==> src/core/gripper_params.svh <==
// Register offsets, field positions, fault codes and timing counts of the gripper status bank
`ifndef GRIPPER_PARAMS_SVH
`define GRIPPER_PARAMS_SVH

// ****************************************
// Register offsets (byte addresses)
// ****************************************
`define OFS_GRIPPER_STATE          4'h0
`define OFS_CONTACT_DETECTION      4'h1
`define OFS_FAULT_CODE             4'h2
`define OFS_TARGET_ECHO_A          4'h3
`define OFS_ACTUAL_POS_A           4'h4
`define OFS_MOTOR_CURRENT_A        4'h5
`define OFS_TARGET_ECHO_B          4'h6
`define OFS_ACTUAL_POS_B           4'h7
`define OFS_MOTOR_CURRENT_B        4'h8
`define OFS_TARGET_ECHO_C          4'h9
`define OFS_ACTUAL_POS_C           4'ha
`define OFS_MOTOR_CURRENT_C        4'hb
`define OFS_TARGET_ECHO_SCISSOR    4'hc
`define OFS_ACTUAL_POS_SCISSOR     4'hd
`define OFS_MOTOR_CURRENT_SCISSOR  4'he

// ****************************************
// Field positions and reset values
// ****************************************
`define POS_ACTIVATION_ECHO        0
`define POS_GRASP_MODE_ECHO        1
`define POS_GOTO_ECHO              3
`define POS_SEQUENCING_STATE       4
`define POS_MOTION_STATE           6
`define RST_BYTE                   8'h00

// ****************************************
// Fault codes
// ****************************************
`define FLT_NONE                   4'h0
`define FLT_WAIT_ACTIVATION        4'h5
`define FLT_WAIT_MODE              4'h6
`define FLT_NOT_ACTIVATED          4'h7
`define FLT_COMM_NOT_READY         4'h9
`define FLT_SCISSOR_INTERFERE      4'ha
`define FLT_RELEASE_BUSY           4'hb
`define FLT_ACTIVATION             4'hd
`define FLT_SCISSOR_INTERFERE_LONG 4'he
`define FLT_RELEASE_DONE           4'hf

// ****************************************
// Timing
// ****************************************
`define CLK_HZ                     25000000
`define INTERFERE_LIMIT_SEC        20
`define INTERFERE_CYCLES           (`INTERFERE_LIMIT_SEC * `CLK_HZ)

`endif

==> src/core/gripper_pkg.sv <==
// Types shared by the gripper status bank modules
package gripper_pkg;

    // Per-axis contact report, values are the reported codes
    typedef enum logic [1:0] {
        AX_MOVING     = 2'h0,
        AX_STOP_OPEN  = 2'h1,
        AX_STOP_CLOSE = 2'h2,
        AX_AT_TARGET  = 2'h3
    } contact_state_t;

    // Sequencer, Gray along reset -> activating -> ready -> mode change
    typedef enum logic [1:0] {
        SEQ_RESET      = 2'b00,
        SEQ_ACTIVATING = 2'b01,
        SEQ_READY      = 2'b11,
        SEQ_MODE       = 2'b10
    } seq_state_t;

endpackage

==> src/core/axis_if.sv <==
// Signals between the status bank and one axis contact tracker
`timescale 1ns/10ps
interface axis_if;
    import gripper_pkg::*;
    logic [7:0]     target;
    logic [7:0]     actual;
    logic [7:0]     force_req;
    logic           contact;
    logic           limit;
    logic           goto_on;
    logic           goto_rise;
    contact_state_t state;
    logic           stop;

    modport axis (input target, actual, force_req, contact, limit, goto_on, goto_rise,
                  output state, stop);
    modport bank (output target, actual, force_req, contact, limit, goto_on, goto_rise,
                  input state, stop);
endinterface

==> src/core/axis_contact.sv <==
// Contact detection and stop latch for one gripper axis
`timescale 1ns/10ps
module axis_contact
    import gripper_pkg::*;
(
    // Clock and reset
    input wire logic i_clk,
    input wire logic i_rst_b,
    // Axis signals
    axis_if.axis     ax
);

    logic [7:0] target_q;
    logic [7:0] force_q;
    logic       closing;
    logic       reversed;
    logic       rearm;

    // Direction of travel and re-arm conditions after a contact stop
    assign closing  = ax.target > ax.actual;
    assign reversed = (ax.target != target_q) &&
                      ((ax.state == AX_STOP_CLOSE && ax.target < ax.actual) ||
                       (ax.state == AX_STOP_OPEN  && ax.target > ax.actual));
    assign rearm    = ax.goto_rise || (ax.force_req > force_q) || reversed;

    // Last request seen, for change detection
    always_ff @(posedge i_clk or negedge i_rst_b) begin
        if (!i_rst_b) begin
            target_q <= 8'h00;
            force_q  <= 8'h00;
        end else begin
            target_q <= ax.target;
            force_q  <= ax.force_req;
        end
    end

    // Contact state of the axis
    always_ff @(posedge i_clk or negedge i_rst_b) begin
        if (!i_rst_b) begin
            ax.state <= AX_MOVING;
        end else if (ax.goto_on) begin
            if (rearm) begin
                ax.state <= AX_MOVING;
            end else if (ax.state == AX_MOVING) begin
                if (ax.contact) begin
                    ax.state <= closing ? AX_STOP_CLOSE : AX_STOP_OPEN;
                end else if (ax.actual == ax.target || ax.limit) begin
                    ax.state <= AX_AT_TARGET;
                end
            end else if (ax.state == AX_AT_TARGET && ax.target != target_q) begin
                ax.state <= AX_MOVING;
            end
        end
    end

    // Motor stop: held while stopped by contact or when go-to is off
    always_ff @(posedge i_clk or negedge i_rst_b) begin
        if (!i_rst_b) begin
            ax.stop <= 1'b1;
        end else begin
            ax.stop <= !ax.goto_on ||
                       (!rearm && (ax.state == AX_STOP_OPEN || ax.state == AX_STOP_CLOSE));
        end
    end

endmodule // axis_contact

==> src/core/gripper_status_register_bank.sv <==
// Read-only status register bank of a three-finger gripper with sequencing and fault logic
`timescale 1ns/10ps
`include "gripper_params.svh"

//
// Contract
// - Activation echo bit shows the activation request: 0 reset, 1 activated.
// - Two-bit mode echo shows requested grasp mode: basic, pinch, wide, scissor.
// - Go-to echo is 1 moving to target; 0 stopped or busy sequencing.
// - Sequencing field: 0 reset/release, 1 activating, 2 mode change, 3 complete.
// - Motion field: 0 moving, 1 some fingers stopped early, 2 all, 3 reached.
// - Finger A contact: 0 moving, 1 contact opening, 2 contact closing, 3 reached.
// - Fingers B, C and scissor report contact with the same encoding.
// - Contact stops the axis until reverse request, more force, or go-to re-set.
// - Fault code sits in low four bits, upper bits zero; 0 means no fault.
// - Priority faults 5, 6, 7 with indicator off.
// - Minor faults 9, 0xA, 0xB with steady red indicator.
// - Scissor interference is 0xA under 20 s, escalates to 0xE after.
// - Major faults 0xD, 0xE, 0xF blink indicator and need a reset.
// - Major fault clears by activation request 0 then 1, then recalibration runs.
// - Finger A target echo is the A or common position request.
// - Separate target echo bytes for finger B, finger C and scissor.
// - Measured position bytes for A, B, C and scissor.
// - Motor current bytes for the four axes.
// - Finger A request drives A alone only with per-finger option; else all fingers.
// - Axis halted at a software limit reports the target as reached.
module gripper_status_register_bank
    import gripper_pkg::*;
#(
    parameter int unsigned INTERFERE_CYCLES = `INTERFERE_CYCLES
) (
    // Clock and reset
    input  wire logic       i_clk,
    input  wire logic       i_rst_b,
    // Register port
    input  wire logic       i_rd_en,
    input  wire logic [3:0] i_rd_addr,
    output logic            o_rd_valid,
    output logic [7:0]      o_rd_data,
    input  wire logic       i_wr_en,
    input  wire logic [3:0] i_wr_addr,
    input  wire logic [7:0] i_wr_data,
    // Controller requests
    input  wire logic       i_activation_request,
    input  wire logic [1:0] i_grasp_mode_request,
    input  wire logic       i_goto_request,
    input  wire logic       i_per_finger_control_option,
    input  wire logic [7:0] i_target_request_a,
    input  wire logic [7:0] i_target_request_b,
    input  wire logic [7:0] i_target_request_c,
    input  wire logic [7:0] i_target_request_scissor,
    input  wire logic [7:0] i_force_request_a,
    input  wire logic [7:0] i_force_request_b,
    input  wire logic [7:0] i_force_request_c,
    input  wire logic [7:0] i_force_request_scissor,
    // Axis feedback, index 0 A, 1 B, 2 C, 3 scissor
    input  wire logic [7:0] i_actual_pos [4],
    input  wire logic [7:0] i_motor_current [4],
    input  wire logic [3:0] i_contact,
    input  wire logic [3:0] i_soft_limit,
    // Mechanism status
    input  wire logic       i_activation_done,
    input  wire logic       i_activation_error,
    input  wire logic       i_mode_done,
    input  wire logic       i_comm_ready,
    input  wire logic       i_scissor_interference,
    input  wire logic       i_auto_release_busy,
    input  wire logic       i_auto_release_done,
    // Motor control and indicator
    output logic [3:0]      o_axis_stop,
    output logic            o_recalibrate,
    output logic            o_fault_led_on,
    output logic            o_fault_led_blink
);

    // ****************************************
    // Declarations
    // ****************************************
    seq_state_t  seq_q;
    logic        act_req_q;
    logic        goto_req_q;
    logic [1:0]  mode_q;
    logic [1:0]  mode_req_q;
    logic [3:0]  major_q;
    logic [3:0]  fault_d;
    logic [3:0]  fault_q;
    logic [7:0]  tgt_echo_q [4];
    logic [7:0]  pos_q [4];
    logic [7:0]  cur_q [4];
    logic [7:0]  tgt_apply [4];
    logic [7:0]  force_apply [4];
    logic [1:0]  contact [4];
    logic [7:0]  contact_byte;
    logic [1:0]  motion_d;
    logic        goto_eff;
    logic        goto_eff_q;
    logic        act_rise;
    logic        seq_done;
    logic        long_interf;
    logic [7:0]  state_byte;
    logic [$clog2(INTERFERE_CYCLES+1)-1:0] interf_cnt_q;

    localparam int CW = $clog2(INTERFERE_CYCLES + 1);

    axis_if ax [4] ();

    // ****************************************
    // Request capture
    // ****************************************

    // Request levels, sampled once per cycle
    always_ff @(posedge i_clk or negedge i_rst_b) begin
        if (!i_rst_b) begin
            act_req_q  <= 1'b0;
            goto_req_q <= 1'b0;
            mode_req_q <= 2'h0;
        end else begin
            act_req_q  <= i_activation_request;
            goto_req_q <= i_goto_request;
            mode_req_q <= i_grasp_mode_request;
        end
    end

    assign act_rise = i_activation_request && !act_req_q;

    // ****************************************
    // Activation and mode sequencer
    // ****************************************

    // Activation, recalibration after a reset pulse, and mode changes
    always_ff @(posedge i_clk or negedge i_rst_b) begin
        if (!i_rst_b) begin
            seq_q  <= SEQ_RESET;
            mode_q <= 2'h0;
        end else if (!i_activation_request || i_auto_release_busy || major_q != `FLT_NONE) begin
            seq_q <= SEQ_RESET;
        end else begin
            unique case (seq_q)
                SEQ_RESET: begin
                    if (act_rise) begin
                        seq_q  <= SEQ_ACTIVATING;
                        mode_q <= i_grasp_mode_request;
                    end
                end
                SEQ_ACTIVATING: begin
                    if (i_activation_done) begin
                        seq_q <= SEQ_READY;
                    end
                end
                SEQ_READY: begin
                    if (i_grasp_mode_request != mode_q) begin
                        seq_q  <= SEQ_MODE;
                        mode_q <= i_grasp_mode_request;
                    end
                end
                SEQ_MODE: begin
                    if (i_mode_done) begin
                        seq_q <= SEQ_READY;
                    end
                end
            endcase
        end
    end

    assign seq_done      = (seq_q == SEQ_READY);
    assign o_recalibrate = (seq_q == SEQ_ACTIVATING);

    // ****************************************
    // Scissor interference timer
    // ****************************************

    // Counts how long interference lasts during a mode change
    always_ff @(posedge i_clk or negedge i_rst_b) begin
        if (!i_rst_b) begin
            interf_cnt_q <= '0;
        end else if (seq_q != SEQ_MODE || !i_scissor_interference) begin
            interf_cnt_q <= '0;
        end else if (!long_interf) begin
            interf_cnt_q <= interf_cnt_q + 1'b1;
        end
    end

    assign long_interf = (interf_cnt_q >= CW'(INTERFERE_CYCLES));

    // ****************************************
    // Fault logic
    // ****************************************

    // Major faults latch until the activation request drops
    always_ff @(posedge i_clk or negedge i_rst_b) begin
        if (!i_rst_b) begin
            major_q <= `FLT_NONE;
        end else if (!i_activation_request) begin
            major_q <= `FLT_NONE;
        end else if (major_q == `FLT_NONE) begin
            if (i_activation_error && seq_q == SEQ_ACTIVATING) begin
                major_q <= `FLT_ACTIVATION;
            end else if (long_interf) begin
                major_q <= `FLT_SCISSOR_INTERFERE_LONG;
            end else if (i_auto_release_done) begin
                major_q <= `FLT_RELEASE_DONE;
            end
        end
    end

    // Highest class wins: major, minor, priority, none
    always_comb begin
        fault_d = `FLT_NONE;
        if (major_q != `FLT_NONE) begin
            fault_d = major_q;
        end else if (!i_comm_ready) begin
            fault_d = `FLT_COMM_NOT_READY;
        end else if (seq_q == SEQ_MODE && i_scissor_interference) begin
            fault_d = `FLT_SCISSOR_INTERFERE;
        end else if (i_auto_release_busy) begin
            fault_d = `FLT_RELEASE_BUSY;
        end else if (i_goto_request && !i_activation_request) begin
            fault_d = `FLT_NOT_ACTIVATED;
        end else if (i_goto_request && seq_q == SEQ_ACTIVATING) begin
            fault_d = `FLT_WAIT_ACTIVATION;
        end else if (i_goto_request && seq_q == SEQ_MODE) begin
            fault_d = `FLT_WAIT_MODE;
        end
    end

    // Fault code and indicator drive
    always_ff @(posedge i_clk or negedge i_rst_b) begin
        if (!i_rst_b) begin
            fault_q           <= `FLT_NONE;
            o_fault_led_on    <= 1'b0;
            o_fault_led_blink <= 1'b0;
        end else begin
            fault_q           <= fault_d;
            o_fault_led_on    <= fault_d >= `FLT_COMM_NOT_READY;
            o_fault_led_blink <= fault_d >= `FLT_ACTIVATION;
        end
    end

    // ****************************************
    // Axis control
    // ****************************************

    // Motion only once sequencing is complete and no release runs
    assign goto_eff = i_goto_request && seq_done && !i_auto_release_busy;

    always_ff @(posedge i_clk or negedge i_rst_b) begin
        if (!i_rst_b) begin
            goto_eff_q <= 1'b0;
        end else begin
            goto_eff_q <= goto_eff;
        end
    end

    // Finger A request steers all fingers unless per-finger control is on
    always_comb begin
        tgt_apply[0]   = i_target_request_a;
        tgt_apply[1]   = i_per_finger_control_option ? i_target_request_b : i_target_request_a;
        tgt_apply[2]   = i_per_finger_control_option ? i_target_request_c : i_target_request_a;
        tgt_apply[3]   = i_target_request_scissor;
        force_apply[0] = i_force_request_a;
        force_apply[1] = i_per_finger_control_option ? i_force_request_b : i_force_request_a;
        force_apply[2] = i_per_finger_control_option ? i_force_request_c : i_force_request_a;
        force_apply[3] = i_force_request_scissor;
    end

    // One contact tracker per axis
    generate
        for (genvar g = 0; g < 4; g++) begin : g_axis
            assign ax[g].target    = tgt_apply[g];
            assign ax[g].actual    = i_actual_pos[g];
            assign ax[g].force_req = force_apply[g];
            assign ax[g].contact   = i_contact[g];
            assign ax[g].limit     = i_soft_limit[g];
            assign ax[g].goto_on   = goto_eff;
            assign ax[g].goto_rise = goto_eff && !goto_eff_q;
            assign contact[g]      = ax[g].state;
            assign o_axis_stop[g]  = ax[g].stop;

            axis_contact u_axis (
                .i_clk   (i_clk),
                .i_rst_b (i_rst_b),
                .ax      (ax[g])
            );
        end
    endgenerate

    // ****************************************
    // Status capture
    // ****************************************

    // Echoes and measured values, refreshed every cycle
    always_ff @(posedge i_clk or negedge i_rst_b) begin
        if (!i_rst_b) begin
            for (int i = 0; i < 4; i++) begin
                tgt_echo_q[i] <= `RST_BYTE;
                pos_q[i]      <= `RST_BYTE;
                cur_q[i]      <= `RST_BYTE;
            end
        end else begin
            tgt_echo_q[0] <= i_target_request_a;
            tgt_echo_q[1] <= i_target_request_b;
            tgt_echo_q[2] <= i_target_request_c;
            tgt_echo_q[3] <= i_target_request_scissor;
            for (int i = 0; i < 4; i++) begin
                pos_q[i] <= i_actual_pos[i];
                cur_q[i] <= i_motor_current[i];
            end
        end
    end

    // Overall finger motion summary
    always_comb begin
        if (contact[0] == AX_AT_TARGET && contact[1] == AX_AT_TARGET && contact[2] == AX_AT_TARGET) begin
            motion_d = 2'h3;
        end else if (contact[0] == AX_MOVING || contact[1] == AX_MOVING || contact[2] == AX_MOVING) begin
            motion_d = 2'h0;
        end else if (contact[0] != AX_AT_TARGET && contact[1] != AX_AT_TARGET &&
                     contact[2] != AX_AT_TARGET) begin
            motion_d = 2'h2;
        end else begin
            motion_d = 2'h1;
        end
    end

    // Status byte assembly
    always_comb begin
        state_byte = `RST_BYTE;
        state_byte[`POS_ACTIVATION_ECHO]         = act_req_q;
        state_byte[`POS_GRASP_MODE_ECHO +: 2]    = mode_req_q;
        state_byte[`POS_GOTO_ECHO]               = goto_req_q && goto_eff_q;
        state_byte[`POS_SEQUENCING_STATE +: 2]   = (seq_q == SEQ_READY) ? 2'h3 :
                                                   (seq_q == SEQ_MODE)  ? 2'h2 :
                                                   (seq_q == SEQ_ACTIVATING) ? 2'h1 : 2'h0;
        state_byte[`POS_MOTION_STATE +: 2]       = motion_d;
    end

    assign contact_byte = {contact[3], contact[2], contact[1], contact[0]};

    // ****************************************
    // Register read port
    // ****************************************

    // Registered read data; unmapped offset reads zero, writes dropped
    always_ff @(posedge i_clk or negedge i_rst_b) begin
        if (!i_rst_b) begin
            o_rd_data  <= `RST_BYTE;
            o_rd_valid <= 1'b0;
        end else begin
            o_rd_valid <= i_rd_en;
            if (i_rd_en) begin
                unique case (i_rd_addr)
                    `OFS_GRIPPER_STATE:         o_rd_data <= state_byte;
                    `OFS_CONTACT_DETECTION:     o_rd_data <= contact_byte;
                    `OFS_FAULT_CODE:            o_rd_data <= {4'h0, fault_q};
                    `OFS_TARGET_ECHO_A:         o_rd_data <= tgt_echo_q[0];
                    `OFS_ACTUAL_POS_A:          o_rd_data <= pos_q[0];
                    `OFS_MOTOR_CURRENT_A:       o_rd_data <= cur_q[0];
                    `OFS_TARGET_ECHO_B:         o_rd_data <= tgt_echo_q[1];
                    `OFS_ACTUAL_POS_B:          o_rd_data <= pos_q[1];
                    `OFS_MOTOR_CURRENT_B:       o_rd_data <= cur_q[1];
                    `OFS_TARGET_ECHO_C:         o_rd_data <= tgt_echo_q[2];
                    `OFS_ACTUAL_POS_C:          o_rd_data <= pos_q[2];
                    `OFS_MOTOR_CURRENT_C:       o_rd_data <= cur_q[2];
                    `OFS_TARGET_ECHO_SCISSOR:   o_rd_data <= tgt_echo_q[3];
                    `OFS_ACTUAL_POS_SCISSOR:    o_rd_data <= pos_q[3];
                    `OFS_MOTOR_CURRENT_SCISSOR: o_rd_data <= cur_q[3];
                    default:                    o_rd_data <= `RST_BYTE;
                endcase
            end
        end
    end

    // Write port has no target: every status byte is read-only
    logic wr_unused;
    assign wr_unused = i_wr_en & (|i_wr_addr) & (|i_wr_data);

endmodule // gripper_status_register_bank

==> config.mk <==
export PLATFORM = sky130hd
export DESIGN_NAME = gripper_status_register_bank
export DESIGN_NICKNAME = d
export VERILOG_FILES = /design/src/core/gripper_pkg.sv /design/src/core/axis_if.sv /design/src/core/axis_contact.sv /design/src/core/gripper_status_register_bank.sv
export VERILOG_INCLUDE_DIRS = /design/src /design/src/core
export SDC_FILE = /design/constraint.sdc
export NUM_CORES = 1
export LEC_CHECK = 0
export ABC_AREA = 1
export CORE_UTILIZATION = 35
export CTS_CLUSTER_DIAMETER = 60
export DETAILED_ROUTE_END_ITERATION = 8
export DONT_BUFFER_PORTS = 1
export PLACE_DENSITY = 0.62
export RECOVER_POWER = 25
export SYNTH_ARGS = -nofsm -noshare
export SYNTH_HDL_FRONTEND = slang
export SYNTH_SLANG_ARGS = --single-unit
==> constraint.sdc <==
create_clock -name i_clk -period 1.9 [get_ports i_clk]
set_clock_uncertainty 0.2 [all_clocks]
set_input_delay 0.285 -clock i_clk [delete_from_list [all_inputs] [get_ports i_clk]]
set_output_delay 0.285 -clock i_clk [all_outputs]
set_load 0.005 [all_outputs]
Word level (Yosys, flattened, before mapping)
Cells that the tools add are included.

cells by class
  add/subtract/negate cells = 1
  magnitude comparators = 15
  eq/ne operators = 55
  mux-type cells = 58
  bitwise operators = 1
  reduce and logical (&&, ||, !) cells = 93

operators by type and width
  cell                                                              number
  8-bit case mux with 15 select lines                               1
  2-bit 2-to-1 mux                                                  36
  8-bit greater-than comparator                                     8
  29-bit 2-to-1 mux                                                 2
  4-bit 2-to-1 mux                                                  9
  1-bit logical AND                                                 34
  8-bit == test                                                     4
  8-bit less-than comparator                                        4
  8-bit 2-to-1 mux                                                  4
  8-bit != test                                                     4
  29-bit by 1-bit adder with 29-bit output (second input constant)  1
  29-bit >= comparator (second input constant)                      1
  1-bit logical OR                                                  29
  4-bit == test (second input constant)                             7
  2-bit == test (second input constant)                             10
  4-bit by 3-bit == test with 1-bit output (second input constant)  4
  4-bit by 2-bit != test with 1-bit output (second input constant)  3
  3-bit AND reduction                                               4
  3-bit nonzero test                                                4
  2-bit by 1-bit == test with 1-bit output (second input constant)  5
  1-bit logical NOT                                                 10
  2-bit logical NOT                                                 5
  2-bit != test (second input constant)                             5
  3-bit 2-to-1 mux                                                  3
  other kinds (19)                                                  26

word-level totals
  register bits after elaboration = 213
  bits of input ports = 168
  output and inout bits = 16
  word-level logic and storage cells = 262

Logic depth before layout (Yosys ltp)
Gate-level depths: netlist of run 1.

  depth in word-level cells = 10
  mapped depth = 20
  mapped depth without buffers = 19

By module
A second synthesis of run 1 with hierarchy kept.

unflattened totals
  cell total of the unflattened synthesis = 1490
  area total of the unflattened synthesis = 11908.9 um^2

modules (own cells, without submodules)
  module                        instances  cells each  area an instance (um^2)  sequential area each (um^2)
  gripper_status_register_bank  1          942         7079.3                   3803.6
  axis_contact                  4          137         1207.4                   476.7

Worst setup path before layout of run 1
OpenSTA, ideal clock, no wires.

  kind = input to register
  start = input port i_per_finger_control_option
  end = register g_axis[2].u_axis.ax.state[1]
  setup time = 0.066 ns
  arrival time = 1.920 ns
  required time = 1.634 ns
  path slack = -0.287 ns
  stages = 15
  buffers on the path = 3
  path through = buf_6 buf_4 clkbuf_1 nand2_1 nand2_1 ha_1 a21oi_1 o21ai_0 nor2_1 nand2_1 a21oi_1 nand2_1 inv_1 nand4_1 nand2_1

between the ends
  elaborated cells between the ends (all ways) = 22
  those cells by class = order compare (3); eq/ne (3); mux (6); reduce/logical (10)

RTL lines
  element                                                                                          RTL line                             source
  start, declared                                                                                  gripper_status_register_bank.sv:47   input wire logic i_per_finger_control_option,
  8-bit 2-to-1 mux *                                                                               gripper_status_register_bank.sv:262  force_apply[2] = i_per_finger_control_option ? i_force_request_c : i_force_request_a;
  net ax[2].force_req[5]                                                                           axis_if.sv:7                         logic [7:0] force_req;
  8-bit greater-than comparator *                                                                  axis_contact.sv:24                   assign rearm = ax.goto_rise || (ax.force_req > force_q) || reversed;
  1-bit logical OR * (2 in a row)                                                                  axis_contact.sv:24
  4-bit by 2-bit != test with 1-bit output (no line) / 3-bit nonzero test (equally long branches)  --
  3-bit AND reduction (no line)                                                                    --
  end signal, assigned                                                                             axis_contact.sv:46                   ax.state <= closing ? AX_STOP_CLOSE : AX_STOP_OPEN;
  end, declared                                                                                    axis_if.sv:16                        output state, stop);

Mark *: on every way through the listed nets, which the timed path passes. The rest lies on a longest branch.
A chain may end at the register's enable or synchronous reset.

Final worst setup path of run 1
  start = input port i_force_request_c[1]
  end = register g_axis[2].u_axis.ax.state[1]

between the ends
  cells in the longest elaborated chain, start to end = 6
  elaborated cells between the ends (all ways) = 8
  those cells by class = order compare (1); eq/ne (1); mux (2); reduce/logical (4)

RTL lines
  element                                                                                          RTL line                             source
  start, declared                                                                                  gripper_status_register_bank.sv:54   input wire logic [7:0] i_force_request_c,
  8-bit 2-to-1 mux *                                                                               gripper_status_register_bank.sv:262
  net ax[2].force_req[1]                                                                           axis_if.sv:7
  8-bit greater-than comparator *                                                                  axis_contact.sv:24
  1-bit logical OR * (2 in a row)                                                                  axis_contact.sv:24
  4-bit by 2-bit != test with 1-bit output (no line) / 3-bit nonzero test (equally long branches)  --
  3-bit AND reduction (no line)                                                                    --

Marked as above.

==> results.py, run 1 <==
metrics = {
    "sta": {
        "hold_ws_ps": -740,
        "tightest_slew_ps": 882,
        "period_share_pct": 99.2,
        "setup_ws_ps": 15.0,
        "finalSetupViolCount": 0,
        "max-slew-margin-rel_pct": 41.0,
        "rsz0062_at_grt": "yes",
        "min_period_ps": 1890,
        "finalHoldViolations": 212,
        "slew_viol_final": 0,
        "max_freq_ghz": 0.530,
    },
    "power": {
        "vdd_ir_drop_max_uv": 642,
        "power.leakage_nw": 7.63,
        "p_per_area_mw_per_mm2": 766,
    },
    "cts": {
        "clk_path_buf_depth": 3,
        "cts_made_buffers": 26,
        "cts_tree": "yes",
        "path_clk_slew_ps": 60,
        "clock_latency_ps": 530,
        "cts.sinks": 212,
        "cts_max_level": 1,
        "root_buffer": "clkbuf_16",
    },
    "route": {
        "ant_nets": 0,
        "wl_per_cell_um": 18.4,
        "drt_iter0_markers": 655,
        "wirelength_um": 37800,
        "viasPerCell": 5.02,
        "drc": 0,
        "routed-via-count": 10288,
        "drt_pass1_iterations": 5,
    },
    "finish": {
        "drive_gt1_share_pct": 19.4,
        "fill_cells": 2783,
        "fin_nets": 1883,
        "final_common_cell": "nand2_1",
        "seqCellArea_sq_mm": 0.00531,
        "multiInputGateArea_sq_mm": 0.00552,
        "final_area_sq_mm": 0.0157,
        "area_growth_pct": 41.7,
        "fin_cells": 2050,
        "final_cell_mix": "365 x nand2_1, 208 x dfrtp_1, 168 x inv_1, 165 x dlygate4sd3_1, 128 x buf_4",
    },
    "worst_setup_path": {
        "arrival_ps": 2150,
        "cp-start-kind": "input pin",
        "cp_max_fo": 2,
        "critPathCaptureType": "register",
        "path_class": "in2reg",
        "cp_data_required_time_ps": 2160,
        "r2r_slack_ps": 40,
    },
    "place": {
        "portBuffers": 0,
        "hpwl_um": 25900,
        "gp_congestion": 0.896,
        "post-place-ws_ps": -254,
        "placed_area_sq_mm": 0.0124,
        "dp.cells": 1818,
    },
    "logic_synthesis": {
        "yosysSeqAreaShare_pct": 47.8,
        "yosys-top-cells-area": "dfrtp_1 47%, nand2_1 13%, ha_1 9.2%",
        "yosysTopAreaCell": "dfrtp_1",
        "netlist_area_sq_mm": 0.0111,
        "ys_ff_latch": 212,
        "synth_edf_count": 0,
        "syn_nets": 1570,
        "synth_flop_cell": "dfrtp_1",
        "syn_area_per_cell_sq_um": 8.42,
        "synth_top_area_share_pct": 46.8,
        "synth_cell_types": 48,
        "yosys_warnings": 0,
        "postSynthCellCount": 1320,
        "async_flop_share_pct": 100,
    },
    "floorplanning": {
        "die_x_um": 180,
        "dieArea_sq_mm": 0.0325,
        "start_util_pct": 36.0,
        "io_pins": 184,
        "std_cell_rows": 64,
        "core_area_sq_mm": 0.0309,
        "die_h_um": 180,
    },
    "global_routing": {
        "grt_start_max_net_pins": 213,
        "grt_usage_pct": 22.7,
        "first_global_vias": 10540,
        "antenna_found_initial": 2,
        "grt_overflow_total": 0,
        "grt_pass1_wl_um": 57600,
    },
    "hold_path": {
        "hp-class": "in2async",
    },
    "run_status": {
        "status": "complete, but fails checks",
        "violations": "hold timing",
    },
    "run": {
        "maxCapViolCount": 0,
    },
}
path summary, 6_finish.rpt:
path	startpoint	endpoint	cells past startpoint
min	i_rst_b	g_axis[0].u_axis.force_q[2]	0
min reg2reg	major_q[0]	major_q[0]	2
min in group i_clk	i_soft_limit[0]	g_axis[0].u_axis.ax.state[0]	6
max in group asynchronous	i_rst_b	pos_q[20]	0
max reg2reg	seq_q[1]	interf_cnt_q[16]	6
max	i_force_request_c[1]	g_axis[2].u_axis.ax.state[1]	13
routing by layer:
metal	GRT usage, %	share of wire (%)
met1	28.6	42
met2	37.6	47
met3	5.21	7.1
met4	8.75	3.6
met5	0	0
cells in the mapped netlist, drive strengths merged, types with 3 or more instances:
| library cell | number |
|---|---|
| buf | 16 |
| o21a | 5 |
| nand3b | 8 |
| clkbuf | 3 |
| nand2 | 410 |
| or2 | 3 |
| dfstp | 4 |
| inv | 191 |
| dfrtp | 208 |
| o21ai | 51 |
| nand3 | 71 |
| ha | 82 |
| nor2 | 77 |
| nor3 | 21 |
| a221oi | 11 |
| nand4 | 56 |
| a21oi | 47 |
| o21bai | 4 |
| o2111ai | 3 |
| xnor2 | 13 |
| a32o | 3 |
| nor4 | 8 |
| a22o | 4 |
| xor2 | 8 |
sequential cells by signal (all words and copies together) (netlist names), 2 cells and up:
register	cells
interf_cnt_q	29
major_q	3
tgt_echo_q	16
g_axis.u_axis.target_q	32
seq_q	2
cur_q	32
g_axis.u_axis.ax.stop	4
g_axis.u_axis.ax.state	8
pos_q	32
mode_q	2
mode_req_q	2
o_rd_data	8
fault_q	4
g_axis.u_axis.force_q	32
cell families after synthesis:
kind of cell               after synthesis  synth area share [%]
and+or+nand+nor                        654                  26.0
DFF                                    212                  47.8
buffers and inverters                  211                  7.80
AOI/OAI and AO/OA                      140                  7.56
adders and majority gates               82                  9.23
xor gates and xnor gates                21                  1.65
worst max-delay path: stages:
cell and delay [ps]:
dlygate4sd3_1 560, nand2_1 100, nand2_2 80, ha_4 220, a21oi_1 130, o21ai_1 80
nand2_1 60, nand2_1 60, a21oi_2 210, nand2_2 120, o21bai_4 130, nand2_1 60
nand2_1 50
stage by stage:
step | hold WS (ps) | util [%] | power, mW | setup TNS [ps]
finish | -740 | 50.9 | 12.1 | 0
global route | -756 | 50.9 | 12.5 | -767
CTS | -759 | 48.7 | 11.9 | 0
detailed placement | -204 | 40.1 | 6.31 | -2590
global placement | -202 | 40.1 | 6.27 | -1710
floorplan | -211 | - | 5.86 | -683
layout make-up:
class                           instances  area share (%)
Antenna cell                            2          0.0318
Clock buffer                           37            4.97
Clock inverter                         10           0.890
Inverter                              192            4.78
Multi-Input combinational cell        899            35.1
Sequential cell                       212            33.7
Tap cell                              396            3.15
Timing Repair Buffer                  302            17.4
where the power goes:
group | internal [mW] | switching [mW]
registers | 4.83 | 0.201
logic | 0.856 | 0.893
clock network | 3.28 | 2.00
total | 8.97 | 3.09
timing repair:
| action | 4_1_cts | 5_1_grt |
|---|---|---|
| hold endpoints to repair | 396 | 215 |
| gates resized for setup | 9 | 141 |
| hold buffers | 171 | 3 |
| cloned | 0 | 2 |
| pin swaps | 0 | 37 |
| setup endpoints to repair | 33 | 47 |
| setup buffers | 0 | 11 |
No activity file was read; power rests on OpenSTA's default activity.
==> inputs of run 2 (changes only) <==
--- a/config.mk
+++ b/config.mk
@@ -11,7 +11,7 @@
 export CTS_CLUSTER_DIAMETER = 60
 export DETAILED_ROUTE_END_ITERATION = 8
 export DONT_BUFFER_PORTS = 1
-export PLACE_DENSITY = 0.62
+export PLACE_DENSITY_LB_ADDON = 0.2
 export RECOVER_POWER = 25
 export SYNTH_ARGS = -nofsm -noshare
 export SYNTH_HDL_FRONTEND = slang
==> run 2 against run 1 <==
Non-clock buffer count is 7 lower. The flow still finishes with violations (hold timing). Combinational power is 5% lower. Count of clock-buffer cells in the layout is 2 higher. Maximum frequency is 0.12% higher. Hold slack worse by 11 ps. Register-to-register slack worse by 20 ps. Total power is 2.3% lower. Die area stayed put. Clock power is 3% lower. Sequential share of layout area is 0.31 points higher. Routed wire length is 3.3% lower. Global-route usage is 0.40 points lower. Critical path type unchanged.
==> results.py, run 2 (synthesis results as in run 1) <==
metrics = {
    "finish": {
        "fin_cells": 2043,
        "final_area_sq_mm": 0.0156,
        "area_growth_pct": 40.3,
        "final_cell_mix": "371 x nand2_1, 208 x dfrtp_1, 168 x inv_1, 168 x dlygate4sd3_1, 120 x buf_4",
        "final_common_cell": "nand2_1",
        "antenna_cells": 0,
        "fin_nets": 1878,
        "drive_gt1_share_pct": 19.0,
        "fin_util_pct": 50.5,
    },
    "floorplanning": {
        "core_area_sq_mm": 0.0309,
        "dieArea_sq_mm": 0.0325,
        "start_util_pct": 36.0,
        "die_h_um": 180,
        "io_pins": 184,
        "std_cell_rows": 64,
        "die_x_um": 180,
    },
    "power": {
        "vdd_ir_drop_max_uv": 561,
        "power.leakage_nw": 7.56,
        "p_per_area_mw_per_mm2": 755,
        "power_mw": 11.8,
    },
    "sta": {
        "rsz0062_at_grt": "yes",
        "tightest_slew_ps": 755,
        "period_share_pct": 99.1,
        "setup_ws_ps": 17.3,
        "max_freq_ghz": 0.531,
        "min_period_ps": 1880,
        "hold_ws_ps": -751,
        "finalSetupViolCount": 0,
        "max-slew-margin-rel_pct": 49.5,
        "finalHoldViolations": 212,
        "final.setup.tns_ps": 0,
        "slew_viol_final": 0,
    },
    "global_routing": {
        "grt_start_max_net_pins": 213,
        "first_global_vias": 10270,
        "antenna_found_initial": 1,
        "grt_usage_pct": 22.3,
        "grt_pass1_wl_um": 56700,
        "grt_overflow_total": 0,
    },
    "cts": {
        "cts.sinks": 212,
        "clock_latency_ps": 530,
        "cts_tree": "yes",
        "cts_made_buffers": 27,
        "root_buffer": "clkbuf_16",
        "path_clk_slew_ps": 60,
        "clk_path_buf_depth": 3,
        "cts_max_level": 1,
    },
    "route": {
        "ant_nets": 0,
        "drt_iter0_markers": 733,
        "routed-via-count": 10066,
        "viasPerCell": 4.93,
        "drt_pass1_iterations": 6,
        "drc": 0,
        "wl_per_cell_um": 17.9,
        "wirelength_um": 36500,
    },
    "worst_setup_path": {
        "cp_data_required_time_ps": 2170,
        "cp_max_fo": 2,
        "path_class": "in2reg",
        "arrival_ps": 2150,
        "critPathCaptureType": "register",
        "cp-start-kind": "input pin",
    },
    "place": {
        "gp_congestion": 0.873,
        "placed_area_sq_mm": 0.0123,
        "hpwl_um": 25200,
        "dp.cells": 1808,
        "post-place-ws_ps": -284,
        "portBuffers": 0,
    },
    "run_status": {
        "violations": "hold timing",
        "status": "complete, but fails checks",
    },
    "hold_path": {
        "hp-class": "in2async",
    },
    "run": {
        "maxCapViolCount": 0,
    },
}
==> run 2: area by class of cell <==
type / count / area (sq um)
inverter: 192 / 741
sequential: 212 / 5310
fill: 2889 / 15300
clock inverter: 9 / 88.8
timing repair inverter: 2 / 22.5
timing repair buffer: 295 / 2680
multi-input combinational: 898 / 5460
clock buffer: 39 / 801
tap: 396 / 495
==> run 2: routing by layer <==
| metal | GRT usage (%) | wire [um] | up-vias |
|---|---|---|---|
| li1 | - | - | 4913 |
| met1 | 29.4 | 15900 | 4808 |
| met2 | 36.8 | 17200 | 276 |
| met3 | 4.89 | 2430 | 67 |
| met4 | 5.88 | 970 | 2 |
| met5 | 0 | 11 | - |
==> run 2: worst paths after layout <==
path	cells after the start	slack (ps)	startpoint	end
worst max-delay path	12	20	i_force_request_c[4]	g_axis[2].u_axis.ax.state[0]
worst min-delay path	0	-750	i_rst_b	g_axis[1].u_axis.force_q[7]
worst max register to register	11	20	interf_cnt_q[21]	interf_cnt_q[20]
worst min register to register	2	310	mode_q[0]	mode_q[0]
max in group asynchronous	0	1890	i_rst_b	g_axis[2].u_axis.ax.stop
min in group i_clk	6	10	i_target_request_scissor[1]	g_axis[3].u_axis.ax.stop
==> run 2: report_power, final <==
group / leakage, nW / internal, mW / switching [mW] / total (mW)
Clock: 0.431 / 3.06 / 2.03 / 5.09
Sequential: 2.58 / 4.83 / 0.180 / 5.01
Combinational: 4.55 / 0.818 / 0.856 / 1.67
Total: 7.56 / 8.71 / 3.07 / 11.8
==> run 2: timing repair <==
item                       4_1_cts  5_1_grt
buffers inserted                 1       12
hold buffers                   172        3
cloned                           0        3
pin swaps                        1       45
hold endpoints to repair       396      215
setup endpoints to repair       34       47
resized for setup               13      129
==> run 2: worst max-delay path: stages <==
cell	delay [ps]
dlygate4sd3_1	540
nand2_1	90
nand2_2	80
ha_4	260
nand2_1	60
nor2_2	130
nand4_1	130
a21oi_2	220
nand2_2	120
o21bai_4	120
nand2_1	60
nand2_1	60
